**src/logic/sehl_pkg.sv**
```systemverilog
// Package with constants and types for the secondary error header log.
package sehl_pkg;

  // ******************************************************************
  // Register map
  // ******************************************************************
  localparam logic [11:0] SEHL_OFS_WORD0 = 12'h13C;
  localparam logic [11:0] SEHL_OFS_WORD1 = 12'h140;
  localparam logic [11:0] SEHL_OFS_WORD2 = 12'h144;
  localparam logic [11:0] SEHL_OFS_WORD3 = 12'h148;
  localparam logic [31:0] SEHL_WORD_RESET = 32'h00000000;

  // ******************************************************************
  // Field layout of words 0 and 1 (log bits 63:0)
  // ******************************************************************
  localparam logic [19:0] SEHL_RSVD_ZERO = 20'h00000;
  localparam logic [3:0] SEHL_ATTR_ZERO = 4'h0;
  localparam logic [31:0] SEHL_UNUSED_ATTRIBUTE_FIELD = 32'h00000000;

  // ******************************************************************
  // Bus encodings
  // ******************************************************************
  localparam logic [3:0] SEHL_CMD_DUAL_ADDR = 4'hD;
  localparam logic [3:0] SEHL_CMD_ZERO = 4'h0;
  localparam logic [31:0] SEHL_ADDR_ZERO = 32'h00000000;

  // One logged transaction: both address phases and both command nibbles.
  typedef struct packed {
    logic [31:0] addr_hi;
    logic [31:0] addr_lo;
    logic [3:0] cmd_hi;
    logic [3:0] cmd_lo;
  } sehl_txn_s;

  localparam sehl_txn_s SEHL_TXN_RESET = '{
    addr_hi: 32'h00000000,
    addr_lo: 32'h00000000,
    cmd_hi: 4'h0,
    cmd_lo: 4'h0
  };

endpackage

```
**src/logic/sehl_log.sv**
```systemverilog
// Secondary error header log: address-phase tracker and read-only words.
`timescale 1ns/1ns
module sehl_log
  import sehl_pkg::*;
(
  // Clock and reset.
  input wire logic ref_clk,
  input wire logic nrst,
  // Secondary bus pins, sampled as they appear on the bus.
  input wire logic sec_frame_n,
  input wire logic [31:0] sec_ad,
  input wire logic [3:0] sec_cbe_n,
  // Error event from the bridge's error detection logic.
  input wire logic err_detect,
  // Configuration space access.
  input wire logic cfg_rd,
  input wire logic cfg_wr,
  input wire logic [11:0] cfg_addr,
  input wire logic [31:0] cfg_wr_data,
  output logic [31:0] cfg_rd_data,
  output logic cfg_rd_hit
);

  // ******************************************************************
  // Pin synchronisers
  // ******************************************************************
  // The bus pins follow their own timing, so no logic reads them raw.
  // Address and command stages run in step with the frame stages.
  logic frame_s1_r;
  logic frame_s2_r;
  logic frame_s3_r;
  logic [31:0] ad_s1_r;
  logic [31:0] ad_s2_r;
  logic [3:0] cbe_s1_r;
  logic [3:0] cbe_s2_r;

  // Two stages for every pin; the third frame stage only feeds edge
  // detection so that the first stage stays private to the second.
  always_ff @(posedge ref_clk) begin
    if (!nrst) begin
      frame_s1_r <= 1'b1;
      frame_s2_r <= 1'b1;
      frame_s3_r <= 1'b1;
      ad_s1_r <= SEHL_ADDR_ZERO;
      ad_s2_r <= SEHL_ADDR_ZERO;
      cbe_s1_r <= SEHL_CMD_ZERO;
      cbe_s2_r <= SEHL_CMD_ZERO;
    end else begin
      frame_s1_r <= sec_frame_n;
      frame_s2_r <= frame_s1_r;
      frame_s3_r <= frame_s2_r;
      ad_s1_r <= sec_ad;
      ad_s2_r <= ad_s1_r;
      cbe_s1_r <= sec_cbe_n;
      cbe_s2_r <= cbe_s1_r;
    end
  end

  // ******************************************************************
  // Address phase tracking
  // ******************************************************************
  // Phase strobes and the transaction being assembled.
  wire first_phase;
  wire second_phase;
  wire is_dual;
  logic dual_pend_r;
  sehl_txn_s cur_r;
  sehl_txn_s cur_nxt;

  // A falling frame marks the first address phase; a dual-address
  // command there means the very next cycle is the second phase.
  assign first_phase = frame_s3_r & ~frame_s2_r;
  assign second_phase = dual_pend_r;
  assign is_dual = (cbe_s2_r == SEHL_CMD_DUAL_ADDR);

  // Build the transaction being seen on the bus right now.
  always_comb begin
    cur_nxt = cur_r;
    if (first_phase) begin
      cur_nxt.addr_lo = ad_s2_r;
      cur_nxt.cmd_lo = cbe_s2_r;
      cur_nxt.addr_hi = SEHL_ADDR_ZERO;
      cur_nxt.cmd_hi = SEHL_CMD_ZERO;
    end else if (second_phase) begin
      cur_nxt.addr_hi = ad_s2_r;
      cur_nxt.cmd_hi = cbe_s2_r;
    end
  end

  // Tracker registers.
  always_ff @(posedge ref_clk) begin
    if (!nrst) begin
      dual_pend_r <= 1'b0;
      cur_r <= SEHL_TXN_RESET;
    end else begin
      dual_pend_r <= first_phase & is_dual;
      cur_r <= cur_nxt;
    end
  end

  // ******************************************************************
  // Error log
  // ******************************************************************
  // The log itself; only reset and an error event ever write it.
  sehl_txn_s log_r;

  // The log takes the transaction as it stood before this cycle, so an
  // error flagged during a new address phase still blames the old one.
  always_ff @(posedge ref_clk) begin
    if (!nrst) begin
      log_r <= SEHL_TXN_RESET;
    end else if (err_detect) begin
      log_r <= cur_r;
    end
  end

  // ******************************************************************
  // Configuration read path
  // ******************************************************************
  // Word images, hit strobes and the selected read word.
  wire [31:0] word0;
  wire [31:0] word1;
  wire [31:0] word2;
  wire [31:0] word3;
  wire hit0;
  wire hit1;
  wire hit2;
  wire hit3;
  wire any_hit;
  wire [31:0] rd_sel;

  // Word images; reserved and attribute bits are constant zero.
  assign word0 = SEHL_UNUSED_ATTRIBUTE_FIELD;
  assign word1 = {SEHL_RSVD_ZERO, log_r.cmd_hi, log_r.cmd_lo,
                  SEHL_ATTR_ZERO};
  assign word2 = log_r.addr_lo;
  assign word3 = log_r.addr_hi;

  // Address decode onto four consecutive words.
  assign hit0 = (cfg_addr == SEHL_OFS_WORD0);
  assign hit1 = (cfg_addr == SEHL_OFS_WORD1);
  assign hit2 = (cfg_addr == SEHL_OFS_WORD2);
  assign hit3 = (cfg_addr == SEHL_OFS_WORD3);
  assign any_hit = hit0 | hit1 | hit2 | hit3;
  assign rd_sel = ({32{hit0}} & word0) | ({32{hit1}} & word1) |
                  ({32{hit2}} & word2) | ({32{hit3}} & word3);

  // Read data is registered; writes are deliberately never decoded, so
  // cfg_wr and cfg_wr_data have no effect on the log.
  always_ff @(posedge ref_clk) begin
    if (!nrst) begin
      cfg_rd_data <= SEHL_WORD_RESET;
      cfg_rd_hit <= 1'b0;
    end else begin
      cfg_rd_data <= cfg_rd ? rd_sel : SEHL_WORD_RESET;
      cfg_rd_hit <= cfg_rd & any_hit;
    end
  end
endmodule

```
**config.mk**
```make
export PLATFORM = sky130hd
export DESIGN_NAME = sehl_log
export DESIGN_NICKNAME = d
export VERILOG_FILES = /design/src/logic/sehl_pkg.sv /design/src/logic/sehl_log.sv
export SDC_FILE = /design/constraint.sdc
export NUM_CORES = 1
export LEC_CHECK = 0
export BUFFER_PORTS_ARGS = -buffer_cell sky130_fd_sc_hd__buf_2
export CAP_MARGIN = 30
export CORE_ASPECT_RATIO = 1.2
export CORE_MARGIN = 8
export CORE_UTILIZATION = 30
export CTS_CLUSTER_DIAMETER = 120
export CTS_CLUSTER_SIZE = 20
export DETAILED_ROUTE_END_ITERATION = 12
export GPL_TIMING_DRIVEN = 0
export PLACE_DENSITY = 0.53
export SYNTH_ARGS = -nofsm -noshare
export SYNTH_HDL_FRONTEND = slang
export SYNTH_SLANG_ARGS = --single-unit
```
**constraint.sdc**
```tcl
create_clock -name ref_clk -period 2.8 [get_ports ref_clk]
set_input_delay 0.42 -clock ref_clk [delete_from_list [all_inputs] [get_ports ref_clk]]
set_output_delay 0.42 -clock ref_clk [all_outputs]
set_load 0.03 [all_outputs]
```
# After elaboration in Yosys (flattened, before gate mapping)
# Cells that the tools add are included.
word_totals:
  register_bits: 253
  inputBits: 86
  output_inout_bits: 33
  elab_cells: 38
op_classes:
  eq_ne: 5
  bitwise_logic: 13
  n_reduce_logical: 2
op_table:
  columns: ["operator", "count"]
  rows:
  - ["bitwise AND 32 bit", 2]
  - ["bitwise OR 32 bit", 2]
  - ["equality test 12 x 9 -> 1 bit, second input constant", 4]
  - ["bitwise AND 32 x 12 -> 32 bit", 1]
  - ["equality test 4 bit, second input constant", 1]
  - ["bitwise AND 1 bit", 3]
  - ["bitwise OR 1 bit", 3]
  - ["inverter 1 bit", 2]
  - ["AND reduction 2 bit", 1]
  - ["OR reduction 2 bit", 1]

# Logic depth before layout (Yosys ltp)
# Gate-level depths: netlist of the first run.
logic_depth:
  ltp_word: 5
  mapped_depth: 6
  ltp_nobuf: 3

# Worst setup path after synthesis of the first run
# Ideal clock, no wire load.
synth_timing:
  kind: "input port to flip-flop"
  startpoint: "input cfg_addr[3]"
  endpoint: "register cfg_rd_data[1]"
  setup_time_ns: 0.117
  arrival_time_ns: 1.168
  setup_slack_ns: 1.515
  cell_stages: 6
  n_path_buf: 3
  cell_sequence: "buf_2 -> nor2b_1 -> buf_2 -> buf_4 -> a22oi_1 -> nor2_2"
synth_between:
  elab_chain_cells: 4
synth_lines:
  columns: ["item", "line", "rtl"]
  rows:
  - ["start: declaration", "sehl_log.sv:18", "input wire logic [11:0] cfg_addr,"]
  - ["equality test 12 x 9 -> 1 bit (on tied branches)", "sehl_log.sv:141, sehl_log.sv:142", null]
  - ["bitwise AND 32 x 12 -> 32 bit or bitwise AND 32 bit (tied branches)", "sehl_log.sv:145, sehl_log.sv:146", null]
  - ["bitwise OR 32 bit", "sehl_log.sv:145", "assign rd_sel = ({32{hit0}} & word0) | ({32{hit1}} & word1) |"]
  - ["bitwise OR 32 bit (*)", "sehl_log.sv:146", "({32{hit2}} & word2) | ({32{hit3}} & word3);"]
  - ["end signal: assignment", "sehl_log.sv:155", "cfg_rd_data <= cfg_rd ? rd_sel : SEHL_WORD_RESET;"]
  - ["end: declaration", "sehl_log.sv:20", "output logic [31:0] cfg_rd_data,"]
# Mark *: on every way between the ends. The rest lies on a longest branch, timed or not.
# A chain may end at the register's enable or synchronous reset.

# Final worst setup path of the first run
layout_timing:
  startpoint: "register cfg_rd_data[6]"
  endpoint: "output cfg_rd_data[6]"
# No word-level cell between the ends.

==> run metrics, run 1 <==
sequential cell area 0.00506 mm^2; DIE HEIGHT 202 um; asr flop ratio synth 0%; area delta synth->final 15.4%; IO Port Bufs 83; Max-Cap Viols 0; Tot GR Track Use 11.5%; Detail Route Antenna Nets 0; Pins Over Slew Limit 0; Worst Hold Class input port to flip-flop; CTS Sinks 253; Final Worst Setup Slack 1.39 ns; syn_nets 881; antenna violations before repair 0; CP arrival 0.99 ns; CTS tree done; global-route wire length before repair 31200 um; final hold violations 0; delay-heaviest family, CP flip-flops; Ys Warns 0; worst stage delay on the critical path 0.32 ns; Req. time, crit path 2.38 ns; cells along the critical path buf_2; # rows 68; Slowest-stage cell, CP dfxtp_1; Main synth FF type dfxtp_1; fin crit period 1.41 ns; postcts setup bufs 0; Die X-Extent 171 um; Leak Pwr 3.86 nW; Pre-Repair DR Iteration Count 4; period utilization 50.4%; number of synthesized flops with an enable pin 0; # H-tree levels 1; CP Capture Type primary output; met3 Use GR 1.97%; CTS Buffer Depth 3; # fillers 2973; post-route cell area 0.00998 mm^2; via count 5421; met1 Use GR 14.1%; Die Area 0.0346 mm^2; CTS Hold Buffers Added 0; IO Pins 119; Worst-path clk slew 0.08 ns; initial cell density of the core 30.3%; pin count of the biggest net entering global routing 21; Unique masters post-synth 23; synthesized area per cell 10.9 um^2; cts bufs inserted 16; diodes inserted 0; number of global-route vias before repair 5579; Power Density 625 mW/mm^2; Critical Path Start Type flip-flop; drt via density 4.23; worst slack at placement 0.943 ns; DR iter-0 viols 224; Residual DRC 0; most common cell after layout, fill and taps aside dfxtp_1; post-cts resize count 0; Yosys top cell by area dfxtp_1; worst hold margin 0.133 ns; Slew HR 56.7%; result of the run finished clean; Area after DPL 0.00955 mm^2; Mapped Area 0.00865 mm^2; Clock Root Buffer clkbuf_16; CP bufs+invs 1; most frequent cells in the layout dfxtp_1 (253), mux2i_1 (117), buf_2 (109); WL/cell 15.6 um; Layout Nets 982; setup violators final 0; Setup TNS 0 ns; Fmax 708 MHz; flops & latches, synth 253; RD Place Congestion 0.711; Overflow after GRT 0; WS Path Type flip-flop to primary output; synth top area cells dfxtp_1 (59%), mux2i_1 (14%), nor2b_1 (5.4%); DP Wirelength 13800 um; GR peak layer met2; GR Util met2 20.4%; final WL 20000 um; top cell type's share of synthesized area 58.5%; layout cells sized above 1 16.2%; Skew-Pair Late Insertion Delay 0.49 ns; sequential area share after synthesis 58.5%; Cells after Synth 795; critical path peak fanout 1; RSZ-0062 raised after global routing no; area of the multi-input gates 0.00328 mm^2; Slew @ Worst Pin 0.649 ns; maximum VDD drop 0.000312 V; Core ar. 0.0286 mm^2; skew final 0.0117 ns
Yosys cell counts, types with 2 or more instances:
library cell and number:
nand2b_1 4, clkbuf_1 18, nor2_2 2, buf_6 6, and2_1 72, a21boi_0 36
a22oi_1 24, a2bb2oi_1 8, buf_2 26, dfxtp_1 253, nor4b_4 2, mux2i_1 117
buf_4 6, nand2_1 73, nor2b_1 75, nor2_1 66
registers in the layout, summed over array words and instances, names as in the netlist, 4 cells and up:
register and flops:
word3 32, cfg_rd_data 32, log_r 8, cur_r 72, ad_s2_r 32, ad_s1_r 32, word2 32, cbe_s1_r 4
cbe_s2_r 4
cell type report:
class | instances | area share, %
timing repair buffer | 83 | 4.16
multi-input combinational | 486 | 32.8
clock inverter | 1 | 0.0877
buffer | 56 | 3.11
sequential | 253 | 50.7
clock buffer | 17 | 4.26
tap | 385 | 4.82
layer usage:
layer,routed length [um],share of wire [%],vias up
li1,-,-,2789
met1,8980,45,2522
met2,9800,49,88
met3,830,4.1,22
met4,399,2.0,0
met5,0,0,-
cells by family (layout without fill, tap and decap cells):
kind of cell / Yosys count / after routing / synth area share (%)
muxes: 117 / 117 / 13.5
AOI/OAI and AO/OA: 68 / 68 / 6.02
DFF: 253 / 253 / 58.5
and+or+nand+nor: 301 / 301 / 18.3
buffers and inverters: 56 / 157 / 3.59
path summary, 6_finish.rpt:
kind                   from  cells after the start  slack [ns]             end
max reg2reg      frame_s2_r                      5        1.46       cur_r[57]
min               sec_ad[6]                      2        0.13      ad_s1_r[6]
max          cfg_rd_data[6]                      1        1.39  cfg_rd_data[6]
min reg2reg      frame_s1_r                      1        0.42      frame_s2_r
through the flow:
stage	utilization (%)	instances	power, mW
2_1_floorplan	-	795	3.94
6_report	34.9	1281	6.24
4_1_cts	34.9	1281	6.36
3_3_place_gp	33.4	1263	4.07
3_5_place_dp	33.4	1263	4.07
5_1_grt	34.9	1281	6.51
worst register-to-register path: cells and delay by family, from the launching register on:
family,cells,cell delay (ns)
AND/OR/NAND/NOR,3,0.42
buffers and inverters,2,0.49
flip-flops,1,0.32
power breakdown:
| part | total (mW) | internal (mW) | switching [mW] |
|---|---|---|---|
| Clock | 2.27 | 1.09 | 1.18 |
| Combinational | 0.293 | 0.129 | 0.164 |
| Sequential | 3.68 | 3.65 | 0.0244 |
| Total | 6.24 | 4.87 | 1.37 |
Power figures use the tool's default switching activity.
==> run 2: changes to the inputs <==
--- a/config.mk
+++ b/config.mk
@@ -5,6 +5,7 @@
 export SDC_FILE = /design/constraint.sdc
 export NUM_CORES = 1
 export LEC_CHECK = 0
+export ABC_AREA = 1
 export BUFFER_PORTS_ARGS = -buffer_cell sky130_fd_sc_hd__buf_2
 export CAP_MARGIN = 30
 export CORE_ASPECT_RATIO = 1.2
@@ -14,7 +15,7 @@
 export CTS_CLUSTER_SIZE = 20
 export DETAILED_ROUTE_END_ITERATION = 12
 export GPL_TIMING_DRIVEN = 0
-export PLACE_DENSITY = 0.53
+export PLACE_DENSITY = 0.55
 export SYNTH_ARGS = -nofsm -noshare
 export SYNTH_HDL_FRONTEND = slang
 export SYNTH_SLANG_ARGS = --single-unit
==> constraint.sdc (replaced) <==
create_clock -name ref_clk -period 1.2 [get_ports ref_clk]
set_input_delay 0.18 -clock ref_clk [delete_from_list [all_inputs] [get_ports ref_clk]]
set_output_delay 0.18 -clock ref_clk [all_outputs]
set_load 0.03 [all_outputs]
==> run 2 against run 1 <==
Effect of this change:
- routed wire length decreased by 1.4%
- register-to-register slack got worse by 1.4 ns
- final area increased by 4.2%
- clock-buffer cell count unchanged
- power increased by 140%
- global-route usage decreased by 0.10 points
==> run metrics, run 2 <==
result of the run finished clean; CP arrival 0.98 ns; Tot GR Track Use 11.4%; asr flop ratio synth 0%; Combinational Power Share 6.2%; DP Wirelength 14900 um; via count 6412; Worst-path clk slew 0.08 ns; CP bufs+invs 1; worst slack at placement -0.400 ns; sw power 3.32 mW; synth top area cells dfxtp_1 (59%), nor2_1 (9.7%), nand2_1 (7.5%); clock power share 34.5%; Req. time, crit path 1.02 ns; number of global-route vias before repair 6366; most frequent cells in the layout dfxtp_1 (251), nor2_1 (221), nand2_1 (171); Die Area 0.0343 mm^2; RSZ-0062 raised after global routing yes; Ys Warns 0; Yosys top cell by area dfxtp_1; Largest register FFs 72; hold path depth 6; delay-heaviest family, CP flip-flops; crit path launch cfg_rd_data[15]; Layout Nets 1284; Detail Route Antenna Nets 0; IO Pins 119; RR Startpoint frame_s2_r; setup violators final 0; number of synthesized flops with an enable pin 0; layout cells sized above 1 15.3%; Leak Pwr 4.63 nW; cells along the critical path buf_4; Clock Root Buffer clkbuf_16; hold-critical path endpoint cfg_rd_hit; fin crit period 1.16 ns; drt via density 4.05; top cell type's share of synthesized area 59.0%; reg2reg path depth 6; Critical Path Start Type flip-flop; area delta synth->final 21.2%; Worst Min Path Start cfg_addr[6]; Unique masters post-synth 23; Core ar. 0.0285 mm^2; Pins Over Slew Limit 0; # rows 68; postcts setup bufs 0; Power Density 1430 mW/mm^2; CTS Buffer Depth 3; Area after DPL 0.00949 mm^2; most frequent cell after synthesis dfxtp_1; Skew-Pair Late Insertion Delay 0.48 ns; final WL 19700 um; # H-tree levels 1; Slowest-stage cell, CP dfxtp_1; WL/cell 12.5 um; global-route wire length before repair 32600 um; CTS tree done; CTS Sinks 253; diodes inserted 0; maximum VDD drop 0.000817 V; syn_nets 1147; Most flops, register cur_r; initial cell density of the core 30.1%; Setup TNS 0 ns; Main synth FF type dfxtp_1; Cells after Synth 1061; RD Place Congestion 0.805; flops & latches, synth 253; Sequential Power Share 59.3%; cts bufs inserted 16; Worst Hold Class input port to flip-flop; DIE HEIGHT 201 um; sequential area share after synthesis 59.0%; Pre-Repair DR Iteration Count 5; IO Port Bufs 83; most frequent cells after synthesis dfxtp_1 (253), nor2_1 (221), nand2_1 (172); skew final 0.00782 ns; antenna violations before repair 0; WS Path Type flip-flop to primary output; critical path peak fanout 1; Overflow after GRT 0; Mapped Area 0.00859 mm^2; period utilization 96.8%; post-route cell area 0.0104 mm^2; Fmax 861 MHz; reg2reg end cur_r[33]; Die X-Extent 170 um; pin count of the biggest net entering global routing 21; Int Power 11.6 mW; Slew @ Worst Pin 0.716 ns; flop2flop setup slack 0.08 ns; final hold violations 0; DR iter-0 viols 288; Slew HR 52.3%; worst stage delay on the critical path 0.34 ns; worst hold margin 0.0777 ns; synthesized area per cell 8.10 um^2; Residual DRC 0; switching share of power 22.2%; most common cell after layout, fill and taps aside dfxtp_1; Final Worst Setup Slack 0.0385 ns; Max-Cap Viols 0; CP Capture Type primary output
[run 2: kinds of logic (layout without fill, tap and decap cells)]
group	Yosys count	after routing	share of synthesized area, %
compound gates	170	170	10.8
simple gates	479	479	22.7
buf+inv	159	296	7.57
flops	253	253	59.0
[run 2: area by class of cell]
| cell class | count | area [um^2] |
|---|---|---|
| fillers | 3029 | 18100 |
| inverters | 95 | 357 |
| flip-flops and latches | 253 | 5070 |
| plain buffers | 63 | 335 |
| clock buffers | 17 | 425 |
| well taps | 385 | 482 |
| repair buffers | 120 | 843 |
| clock inverters | 1 | 8.76 |
| multi-input cells | 649 | 2890 |
[run 2: power by group through the flow]
stage               combinational (mW)  sequential (mW)  clock [mW]
floorplan                        0.543             8.99           0
global placement                 0.814             9.03           0
detailed placement               0.822             9.04           0
CTS                              0.930             8.84        5.38
global route                      1.08             8.88        5.64
finish                           0.930             8.84        5.14
[run 2: worst max path at each step]
stage	endpoint	cells after the start
2_1_floorplan	cur_r[41]	6
3_3_place_gp	cfg_rd_data[12]	4
3_5_place_dp	cfg_rd_data[12]	4
4_1_cts	cfg_rd_data[3]	1
5_1_grt	cfg_rd_data[9]	1
6_report	cfg_rd_data[15]	1
[run 2: timing repair]
action | 4_1_cts | 5_1_grt
pin swaps | 0 | 0
hold endpoints to repair | 37 | 0
hold buffers | 37 | 0
resized for setup | 26 | 64
endpoints found under the setup margin | 64 | 69
[run 2: layer usage]
metal,vias to the layer above,global-route usage [%],part of all wire [%]
met4,0,2.98,1.6
met2,110,18.5,44
met1,2729,15.6,50
met5,-,0,0
li1,3553,-,-
met3,20,1.71,4.4
[run 2: through the flow]
| step | utilization [%] | instances | total power [mW] |
|---|---|---|---|
| after global placement | 33.3 | 1529 | 9.85 |
| after detailed placement | 33.3 | 1529 | 9.86 |
| after global routing | 36.5 | 1583 | 15.6 |
| final | 36.5 | 1583 | 14.9 |
| after floorplan | - | 1061 | 9.53 |
| after CTS | 36.3 | 1583 | 15.1 |
==> run 3: changes to the inputs <==
--- a/config.mk
+++ b/config.mk
@@ -16,6 +16,7 @@
 export DETAILED_ROUTE_END_ITERATION = 12
 export GPL_TIMING_DRIVEN = 0
 export PLACE_DENSITY = 0.55
+export RECOVER_POWER = 50
 export SYNTH_ARGS = -nofsm -noshare
 export SYNTH_HDL_FRONTEND = slang
 export SYNTH_SLANG_ARGS = --single-unit
==> run 3 against run 2 <==
Effect of this change:
- global-route usage did not move
- hold slack is essentially flat
- power is essentially flat
- via count is 0.11% higher
- clock-buffer cell count did not move
- core utilization about the same
- clock skew barely moved
- clock power barely moved
- flip-flop and latch count did not move
- register-to-register slack barely moved
- critical path type unchanged
- critical endpoint unchanged
==> run metrics, run 3 (same netlist as run 2, synthesis figures left out) <==
result of the run finished clean; overall power 14.9 mW; Residual DRC 0; critical path peak fanout 1; Setup TNS 0 ns; CP bufs+invs 1; fin crit period 1.16 ns; Final Worst Setup Slack 0.0386 ns; via count 6419; Leak Pwr 4.63 nW; Int Power 11.6 mW; GR Util met2 18.5%; Power Density 1430 mW/mm^2; DIE HEIGHT 201 um; # rows 68; Worst Hold Class input port to flip-flop; Die X-Extent 170 um; met1 Use GR 15.6%; diodes inserted 0; CTS Sinks 253; Slew HR 52.3%; Detail Route Antenna Nets 0; global-route wire length before repair 32600 um; Sequential Power Share 59.3%; CP arrival 0.98 ns; placed instance count 1529; cells along the critical path buf_4; final hold violations 0; GR peak layer met2; # H-tree levels 1; met3 Use GR 1.71%; Tot GR Track Use 11.4%; switching share of power 22.2%; CP Capture Type primary output; WS Path Type flip-flop to primary output; delay-heaviest family, CP flip-flops; DR iter-0 viols 288; flop2flop setup slack 0.08 ns; CTS tree done; Most flops, register cur_r; initial cell density of the core 30.1%; most common cell after layout, fill and taps aside dfxtp_1; worst slack at placement -0.400 ns; antenna violations before repair 0; number of global-route vias before repair 6366; postcts setup bufs 0; Pins Over Slew Limit 0; Clock Root Buffer clkbuf_16; Combinational Power Share 6.2%; WL/cell 12.5 um; Skew-Pair Late Insertion Delay 0.48 ns; most frequent cells in the layout dfxtp_1 (251), nor2_1 (221), nand2_1 (171); setup violators final 0; Worst-path clk slew 0.08 ns; RSZ-0062 raised after global routing yes; skew final 0.00761 ns; Post-Layout Cell Count 1583; Pre-Repair DR Iteration Count 5; area delta synth->final 21.1%; final WL 19700 um; Slew @ Worst Pin 0.716 ns; CTS Buffer Depth 3; drt via density 4.05; pin count of the biggest net entering global routing 21; sw power 3.32 mW; Layout Nets 1284; IO Pins 119; Die Area 0.0343 mm^2; Slowest-stage cell, CP dfxtp_1; Fmax 861 MHz; cts bufs inserted 16; Overflow after GRT 0; Core ar. 0.0285 mm^2; worst stage delay on the critical path 0.34 ns; Max-Cap Viols 0; maximum VDD drop 0.000817 V; IO Port Bufs 83; layout cells sized above 1 15.1%; DP Wirelength 14900 um; RD Place Congestion 0.805; Req. time, crit path 1.02 ns; Critical Path Start Type flip-flop; period utilization 96.8%; clock power share 34.5%; Largest register FFs 72
-- run 3: area by class of cell --
class	count	area (um^2)
plain buffers	63	335
clock buffers	17	425
clock inverters	1	8.76
fillers	3030	18100
inverters	95	357
multi-input cells	649	2890
flip-flops and latches	253	5070
well taps	385	482
repair buffers	120	842
-- run 3: power by group through the flow --
stage          logic [mW]  clock network (mW)  registers, mW
2_1_floorplan       0.543                   0           8.99
3_3_place_gp        0.814                   0           9.03
3_5_place_dp        0.822                   0           9.04
4_1_cts             0.930                5.38           8.84
5_1_grt              1.08                5.64           8.88
6_report            0.929                5.14           8.84
-- run 3: stage by stage --
step           util [%]  hold slack, ns  instance area (um^2)
5_1_grt            36.5           0.111                 10400
3_3_place_gp       33.3           0.368                  9490
6_report           36.5          0.0777                 10400
4_1_cts            36.3          0.0630                 10300
2_1_floorplan         -           0.278                  8590
3_5_place_dp       33.3           0.367                  9490
-- run 3: path summary, 6_finish.rpt --
kind,start,end,depth (start not counted)
setup / recovery,cfg_rd_data[15],cfg_rd_data[15],1
hold / removal,cfg_addr[6],cfg_rd_hit,6
setup reg to reg,frame_s2_r,cur_r[33],6
hold reg to reg,ad_s1_r[22],ad_s2_r[22],2
-- run 3: layer usage --
layer,wire length (um),part of all wire [%],vias up
met4,320,1.6,0
li1,-,-,3554
met5,0,0,-
met2,8640,44,105
met1,9910,50,2740
met3,846,4.3,20
-- run 3: timing repair --
action,4_1_cts,5_1_grt
resized for setup,26,64
hold buffers,37,0
endpoints found under the setup margin,64,69
cloned,0,0
hold endpoints to repair,37,0
